===== src/debug_link_defs.svh =====
// constants of the two-wire debug link register access block
`ifndef DEBUG_LINK_DEFS_SVH
`define DEBUG_LINK_DEFS_SVH
// ============================================================
// link register select values
`define SEL_DEVICE_IDENTITY   8'h00
`define SEL_REVISION_IDENTITY 8'h01
`define SEL_FLASH_CONTROL     8'h02
`define SEL_FLASH_DATA        8'hB4
// ============================================================
// reset values, and the value a read of an unassigned select returns
`define SELECT_RESET          8'h00
`define CONTROL_RESET         8'h00
`define UNMAPPED_READ         8'h00
// idle pin levels after reset: [1] data line pulled high, [0] link clock low
`define LINK_PIN_IDLE         2'b10
// ============================================================
// flash unlock codes, written in this order
`define UNLOCK_FIRST          8'h02
`define UNLOCK_SECOND         8'h01
// ============================================================
// flash command codes
`define FLASH_CMD_BLOCK_READ  8'h06
`define FLASH_CMD_BLOCK_WRITE 8'h07
`define FLASH_CMD_PAGE_ERASE  8'h08
`define FLASH_CMD_DEVICE_ERASE 8'h03
// ============================================================
// frame layout
`define FRAME_START_LEVEL     1'b0
`define INSTR_BITS            2
`define BYTE_LAST_BIT         3'h7
`endif


===== src/debug_link_pkg.sv =====
// types of the two-wire debug link register access block
package debug_link_pkg;
	// link instruction codes carried after the start bit
	typedef enum logic [1:0] {
		INSTR_DATA_READ  = 2'h0,
		INSTR_DATA_WRITE = 2'h1,
		INSTR_ADDR_READ  = 2'h2,
		INSTR_ADDR_WRITE = 2'h3
	} link_instr_t;
	// frame sequencer states
	typedef enum {
		ST_IDLE,
		ST_INSTR,
		ST_WDATA,
		ST_RDATA
	} link_state_t;
	// flash engine write carrier
	typedef struct packed {
		logic       valid;
		logic [7:0] data;
	} flash_write_t;
endpackage


===== src/debug_link_regs.sv =====
// two-wire debug link: frame decoder and link-reached register file
`timescale 1ns/1ps
`include "debug_link_defs.svh"
// ============================================================
module debug_link_regs
	import debug_link_pkg::*;
#(
	parameter logic [7:0] DEVICE_ID   = 8'h5A, // arbitrary value
	parameter logic [7:0] REVISION_ID = 8'h3C, // arbitrary value
	parameter int         SYNC_DEPTH  = 3
) (
	// clock, reset, enable
	input  wire logic         i_clk,
	input  wire logic         i_rst,
	input  wire logic         i_ce,
	// debug link pins, the only way in
	input  wire logic         i_debug_link_clock,
	input  wire logic         i_debug_link_data,
	output logic              o_debug_link_data,
	output logic              o_debug_link_data_oe,
	// flash engine side
	input  wire logic [7:0]   i_flash_rd_data,
	output flash_write_t      o_flash_write,
	output logic              o_flash_prog_enable
);
	// ============================================================
	// elaboration check
	if (SYNC_DEPTH != 3) begin : g_bad_depth
		$error("SYNC_DEPTH must be 3");
	end

	// ============================================================
	// pin synchronisers: [0] link clock, [1] link data
	logic [2:0] sync_reg [2];
	logic [2:0] sync_next [2];
	logic       level_reg [2];
	logic       level_next [2];
	// reset to the idle levels so that no false edge follows reset
	localparam logic [1:0] PIN_IDLE = `LINK_PIN_IDLE;

	// each pin passes three flops; a change counts once stages two and three agree
	for (genvar g = 0; g < 2; g++) begin : g_sync
		always_comb begin
			sync_next[g] = {sync_reg[g][1:0], (g == 0) ? i_debug_link_clock : i_debug_link_data};
			level_next[g] = (sync_reg[g][1] == sync_reg[g][2]) ? sync_reg[g][2] : level_reg[g];
		end
		always_ff @(posedge i_clk) begin
			if (i_rst) begin
				sync_reg[g]  <= {3{PIN_IDLE[g]}};
				level_reg[g] <= PIN_IDLE[g];
			end else if (i_ce) begin
				sync_reg[g]  <= sync_next[g];
				level_reg[g] <= level_next[g];
			end
		end
	end

	logic link_rise;
	logic link_bit;
	assign link_rise = level_next[0] && !level_reg[0];
	assign link_bit  = level_reg[1];

	// ============================================================
	// frame sequencer and registers
	link_state_t  state_reg, state_next;
	link_instr_t  instr_reg, instr_next;
	logic [2:0]   cnt_reg, cnt_next;
	logic [7:0]   shift_reg, shift_next;
	logic [7:0]   link_register_select_reg, link_register_select_next;
	logic [7:0]   flash_program_control_reg, flash_program_control_next;
	logic         unlock_stage_reg, unlock_stage_next;
	logic         prog_en_reg, prog_en_next;
	flash_write_t flash_write_reg, flash_write_next;
	logic         dq_out_reg, dq_out_next;
	logic         dq_oe_reg, dq_oe_next;
	logic [7:0]   read_value;
	logic [7:0]   wbyte;

	// read mux: what a data read returns for the current select
	always_comb begin
		unique case (link_register_select_reg)
			`SEL_DEVICE_IDENTITY:   read_value = DEVICE_ID;
			`SEL_REVISION_IDENTITY: read_value = REVISION_ID;
			`SEL_FLASH_CONTROL:     read_value = flash_program_control_reg;
			`SEL_FLASH_DATA:        read_value = i_flash_rd_data;
			default:                read_value = `UNMAPPED_READ;
		endcase
	end

	// next state: bits taken on each filtered rise of the link clock
	always_comb begin
		state_next                 = state_reg;
		instr_next                 = instr_reg;
		cnt_next                   = cnt_reg;
		shift_next                 = shift_reg;
		link_register_select_next  = link_register_select_reg;
		flash_program_control_next = flash_program_control_reg;
		unlock_stage_next          = unlock_stage_reg;
		prog_en_next               = prog_en_reg;
		flash_write_next           = '0; // strobe lasts one cycle
		dq_out_next                = dq_out_reg;
		dq_oe_next                 = dq_oe_reg;
		wbyte                      = {link_bit, shift_reg[7:1]};
		if (link_rise) begin
			unique case (state_reg)
				ST_IDLE: begin
					if (link_bit == `FRAME_START_LEVEL) begin
						state_next = ST_INSTR;
						cnt_next   = 3'h0;
					end
				end
				ST_INSTR: begin
					instr_next = link_instr_t'({link_bit, instr_reg[1]});
					cnt_next   = cnt_reg + 3'h1;
					if (cnt_reg == 3'(`INSTR_BITS - 1)) begin
						cnt_next = 3'h0;
						// bit 0, now in instr_reg[1], picks write; bit 1, still on the line, picks address
						if (instr_reg[1]) begin
							state_next = ST_WDATA;
						end else begin
							// read: load the byte and drive bit 0 at once
							shift_next  = link_bit ? link_register_select_reg : read_value;
							dq_out_next = link_bit ? link_register_select_reg[0] : read_value[0];
							dq_oe_next  = 1'b1;
							state_next  = ST_RDATA;
						end
					end
				end
				ST_WDATA: begin
					shift_next = wbyte;
					cnt_next   = cnt_reg + 3'h1;
					if (cnt_reg == `BYTE_LAST_BIT) begin
						state_next = ST_IDLE;
						if (instr_reg == INSTR_ADDR_WRITE) begin
							link_register_select_next = wbyte;
						end else if (link_register_select_reg == `SEL_FLASH_CONTROL) begin
							flash_program_control_next = wbyte;
							// unlock needs the two codes back to back
							unlock_stage_next = (wbyte == `UNLOCK_FIRST);
							if (unlock_stage_reg && wbyte == `UNLOCK_SECOND) begin
								prog_en_next = 1'b1;
							end
						end else if (link_register_select_reg == `SEL_FLASH_DATA && prog_en_reg) begin
							flash_write_next = '{valid: 1'b1, data: wbyte};
						end
						// identity, revision and unassigned writes fall through
					end
				end
				ST_RDATA: begin
					cnt_next    = cnt_reg + 3'h1;
					shift_next  = {1'b0, shift_reg[7:1]};
					dq_out_next = shift_reg[1];
					if (cnt_reg == `BYTE_LAST_BIT) begin
						dq_oe_next  = 1'b0; // release the line after bit 7
						dq_out_next = 1'b0;
						state_next  = ST_IDLE;
					end
				end
			endcase
		end
	end

	// register the frame state; programming enable clears only on system reset
	always_ff @(posedge i_clk) begin
		if (i_rst) begin
			state_reg                 <= ST_IDLE;
			instr_reg                 <= INSTR_DATA_READ;
			cnt_reg                   <= 3'h0;
			shift_reg                 <= 8'h00;
			link_register_select_reg  <= `SELECT_RESET;
			flash_program_control_reg <= `CONTROL_RESET;
			unlock_stage_reg          <= 1'b0;
			prog_en_reg               <= 1'b0;
			flash_write_reg           <= '0;
			dq_out_reg                <= 1'b0;
			dq_oe_reg                 <= 1'b0;
		end else if (i_ce) begin
			state_reg                 <= state_next;
			instr_reg                 <= instr_next;
			cnt_reg                   <= cnt_next;
			shift_reg                 <= shift_next;
			link_register_select_reg  <= link_register_select_next;
			flash_program_control_reg <= flash_program_control_next;
			unlock_stage_reg          <= unlock_stage_next;
			prog_en_reg               <= prog_en_next;
			flash_write_reg           <= flash_write_next;
			dq_out_reg                <= dq_out_next;
			dq_oe_reg                 <= dq_oe_next;
		end
	end

	assign o_debug_link_data    = dq_out_reg;
	assign o_debug_link_data_oe = dq_oe_reg;
	assign o_flash_write        = flash_write_reg;
	assign o_flash_prog_enable  = prog_en_reg;

	logic data_read_start;
	assign data_read_start = i_ce && link_rise && state_reg == ST_INSTR && cnt_reg == 3'h1
		&& !link_bit && !instr_reg[1];
endmodule


===== config.mk =====
export PLATFORM = sky130hd
export DESIGN_NAME = debug_link_regs
export DESIGN_NICKNAME = d
export VERILOG_FILES = /design/src/debug_link_pkg.sv /design/src/debug_link_regs.sv
export VERILOG_INCLUDE_DIRS = /design/src
export SDC_FILE = /design/constraint.sdc
export NUM_CORES = 1
export LEC_CHECK = 0
export ABC_AREA = 1
export ABC_CLOCK_PERIOD_IN_PS = 3400
export BUFFER_PORTS_ARGS = -buffer_cell sky130_fd_sc_hd__buf_2
export CORE_ASPECT_RATIO = 1.25
export CORE_MARGIN = 2
export CORE_UTILIZATION = 48
export CTS_CLUSTER_DIAMETER = 150
export CTS_CLUSTER_SIZE = 8
export DETAILED_ROUTE_END_ITERATION = 8
export PLACE_DENSITY = 0.65
export SYNTH_ARGS = -nofsm -noshare
export SYNTH_HDL_FRONTEND = slang
export SYNTH_SLANG_ARGS = --single-unit

===== constraint.sdc =====
create_clock -name i_clk -period 3.4 [get_ports i_clk]
set_input_delay 0.34 -clock i_clk [delete_from_list [all_inputs] [get_ports i_clk]]
set_output_delay 0.34 -clock i_clk [all_outputs]
set_load 0.005 [all_outputs]

==> run summary <==
Worst vdd rail ir drop = 0.308 mV
Clock Skews = 0.00589 ns
Detailed-route wire length = 5480 um
Hold/Removal Path Class = input pin to flip-flop
Number of enable-type register cells in the synthesized netlist = 8
Critical path endpoint category = flip-flop
Final critical delay including setup and external delays = 1.92 ns
Number of distinct library cells after synthesis = 36
Die boundary height = 84.2 um
Top Ports = 25
Total Die Area = 5740 um^2
Startpoint of the worst-slack reg-to-reg timing path = state_reg[1]$_SDFFE_PP0P_
Leakage component of the power = 1.14 nW
Endpoint of the worst-slack reg-to-reg timing path = shift_reg[4]$_SDFFE_PP0P_
Met2 track demand over resource = 34.6%
Count of mapped cells out of synthesis = 322
# nets final = 358
Die boundary width = 68.2 um
Element type at the critical path start = flip-flop
Area of the core = 5010 um^2
Worst setup path class = flip-flop to flip-flop
Clock sink count = 51
Final design area excluding fillers = 2720 um^2
DR pass1 iterations = 4
Global Route met1 Usage = 27.0%
Met3 Track Usage GR = 3.22%
Via count = 2134
Top_reg_cell synth = sky130_fd_sc_hd__dfxtp_1
Residual DRC = 0
Arr. time, crit path = 2.17 ns
Post-DR wirelength/cell = 13.5 um
Critical path peak fanout = 20
Max-slew violations = 0
Worst setup path startpoint = state_reg[1]$_SDFFE_PP0P_
Remaining Overflow, GRT = 0
Asr flop ratio synth = 0%
Total of max-cap violations = 0
Resize count post-CTS = 0
Cells taking the most area after synthesis = sky130_fd_sc_hd__dfxtp_1 35%, sky130_fd_sc_hd__edfxtp_1 9.7%, sky130_fd_sc_hd__nand2_1 9.3%
Input/output buffers = 24
Number of setup buffers added after CTS = 0
Library cell with the highest instance count after synthesis = sky130_fd_sc_hd__nand2_1
Worst slew margin relative to its limit = 49.7%
Total Routing Usage GR = 21.1%
Least-Margin Pin Slew = 0.754 ns
CTS tree = yes
Sequential cell area fraction in the yosys report = 44.6%
Pin count of the biggest net entering global routing = 28
Number of levels the H-tree was split into = 2
Final core occ = 54.2%
Proportion of power drawn by combinational gates = 2.7%
Setup repair after global routing missed its margin = false
Quantity of hold-fixing buffers added after cts = 0
Sequential group share of total power = 57.3%
Count of endpoints failing hold in the final timing report = 0
Std-Cell Rows = 29
Placement-stage cell area = 2610 um^2
Ratio of cells with drive above 1 in the final layout = 16.6%
Yosys warning count = 0
Effective utilization at floorplan = 49.3%
Most used routing layer = met2
Total Power Consumption = 1.08 mW
Timing endpoint of the critical path = shift_reg[4]$_SDFFE_PP0P_
Count of state elements after synthesis = 51
Result of the run = completed
CP required = 3.65 ns
Clock root buffer = sky130_fd_sc_hd__clkbuf_8
HPWL after DPL = 4000 um
Maximum frequency from static timing analysis = 520 MHz
Area share of the largest cell type after synthesis = 34.9%
Summed instance area of the synthesized netlist = 2470 um^2
Cell internal pwr = 847 uW
Average instance area after synthesis = 7.67 um^2
Max FFs per register = 9
Net Sw Power = 236 uW
Cts bufs inserted = 5
Final-layout setup total negative slack = 0 ns
Initial antenna violation count = 0
Leading area contributor after synthesis = sky130_fd_sc_hd__dfxtp_1
Clock transition time at the flip-flop clock pins of the worst setup and hold paths = 0.09 ns
Vias/cell = 5.27
Proportion of power drawn by the clock network = 39.9%
Final clock period utilization by the worst path = 56.6%
Commonest cells post-synth = 61 x sky130_fd_sc_hd__nand2_1, 43 x sky130_fd_sc_hd__dfxtp_1, 41 x sky130_fd_sc_hd__a21oi_1, 34 x sky130_fd_sc_hd__inv_1, 31 x sky130_fd_sc_hd__o21ai_0
Maximum buffer depth of the clock tree = 2
Switching part of the total power = 21.8%
Worst skew pair latency = 0.31 ns
Setup Viol. Count Final = 0
Detail Route Antenna Nets = 0
Cells on worst reg2reg path = 6
Area growth from synthesis to layout = 9.98%
DRC marker count from the first detailed-route iteration = 105
Placer Congestion = 0.800
Total power per unit cell area = 399 nW/um^2
Diodes inserted = 0
Synthesized net count = 338
First-pass GRT wire length = 9080 um
Number of global-route vias before repair = 1904
Flop-to-flop setup slack = 1.48 ns
## metrics by stage
stage          instances  hold slack (ns)  setup slack, ns
2_1_floorplan        322            0.447             1.89
3_3_place_gp         397            0.435             1.57
3_5_place_dp         397            0.441             1.52
4_1_cts              405            0.282             1.50
5_1_grt              405            0.275             1.26
6_report             405            0.287             1.48
## power groups by stage
| stage | registers (mW) | clock network [mW] | logic (mW) |
|---|---|---|---|
| 5_1_grt | 0.622 | 0.464 | 0.0341 |
| 4_1_cts | 0.621 | 0.438 | 0.0305 |
| 2_1_floorplan | 0.634 | 0 | 0.0192 |
| 6_report | 0.621 | 0.432 | 0.0298 |
| 3_3_place_gp | 0.635 | 0 | 0.0301 |
| 3_5_place_dp | 0.635 | 0 | 0.0303 |
## worst min-delay path by stage
stage / cells past startpoint / to / slack, ns / startpoint
5_1_grt: 2 / sync_reg[1][0]$_SDFFCE_PN1P_ / 0.28 / i_debug_link_data
6_report: 2 / sync_reg[1][0]$_SDFFCE_PN1P_ / 0.29 / i_debug_link_data
4_1_cts: 2 / sync_reg[1][0]$_SDFFCE_PN1P_ / 0.28 / i_debug_link_data
2_1_floorplan: 2 / o_flash_write[6]$_SDFFE_PP0P_ / 0.45 / o_flash_write[6]$_SDFFE_PP0P_
3_3_place_gp: 2 / o_flash_write[8]$_SDFFE_PP0P_ / 0.44 / o_flash_write[8]$_SDFFE_PP0P_
3_5_place_dp: 2 / o_flash_write[8]$_SDFFE_PP0P_ / 0.44 / o_flash_write[8]$_SDFFE_PP0P_
## cell usage in the layout, fill, tap and decap left out, types with 2 or more instances in the layout
cell                       instances
sky130_fd_sc_hd__a21oi_1          41
sky130_fd_sc_hd__nand3_1          25
sky130_fd_sc_hd__inv_2             3
sky130_fd_sc_hd__a211oi_1          2
sky130_fd_sc_hd__buf_2            24
sky130_fd_sc_hd__ha_1              3
sky130_fd_sc_hd__a31oi_1           2
sky130_fd_sc_hd__or2_2             3
sky130_fd_sc_hd__nand2_2           3
sky130_fd_sc_hd__edfxtp_1          8
sky130_fd_sc_hd__dfxtp_1          43
sky130_fd_sc_hd__nor2_1           23
sky130_fd_sc_hd__inv_1            34
sky130_fd_sc_hd__clkbuf_8          5
sky130_fd_sc_hd__o21ai_0          31
sky130_fd_sc_hd__nand2_1          61
sky130_fd_sc_hd__a21oi_2           5
sky130_fd_sc_hd__nor2_2            3
sky130_fd_sc_hd__o211a_1           2
sky130_fd_sc_hd__o21ai_1           5
## metal layers
| layer | vias up | part of all wire [%] | wire length (um) |
|---|---|---|---|
| li1 | 1115 | - | - |
| met1 | 980 | 45 | 2470 |
| met2 | 29 | 50 | 2710 |
| met3 | 10 | 2.6 | 140 |
| met4 | 0 | 2.9 | 159 |
| met5 | - | 0 | 0 |
## area by class of cell
| cell class | count | area, um^2 |
|---|---|---|
| Clock buffer | 5 | 68.8 |
| Timing Repair Buffer | 24 | 120 |
| Fill cell | 500 | 2290 |
| Sequential cell | 51 | 1100 |
| Inverter | 37 | 139 |
| Clock inverter | 3 | 42.5 |
| Tap cell | 62 | 77.6 |
| Multi-Input combinational cell | 223 | 1170 |
## worst max-delay path, cell delays in order, from the launching register on
cell and delay, ns:
sky130_fd_sc_hd__dfxtp_1 0.78, sky130_fd_sc_hd__nor2_1 0.15, sky130_fd_sc_hd__o21ai_1 0.22, sky130_fd_sc_hd__nand3_2 0.32, sky130_fd_sc_hd__a21oi_1 0.21, sky130_fd_sc_hd__nand2_1 0.07, sky130_fd_sc_hd__a21oi_1 0.11
## cell families (layout without fill, tap and decap cells)
kind of cell / Yosys count / count (layout) / share of synthesized area, %
compound gates: 92 / 92 / 20.8
fa+ha+maj: 3 / 3 / 1.52
buf+inv: 48 / 69 / 8.16
flops: 51 / 51 / 44.6
simple gates: 128 / 128 / 24.9
Power figures use the tool's default switching activity.
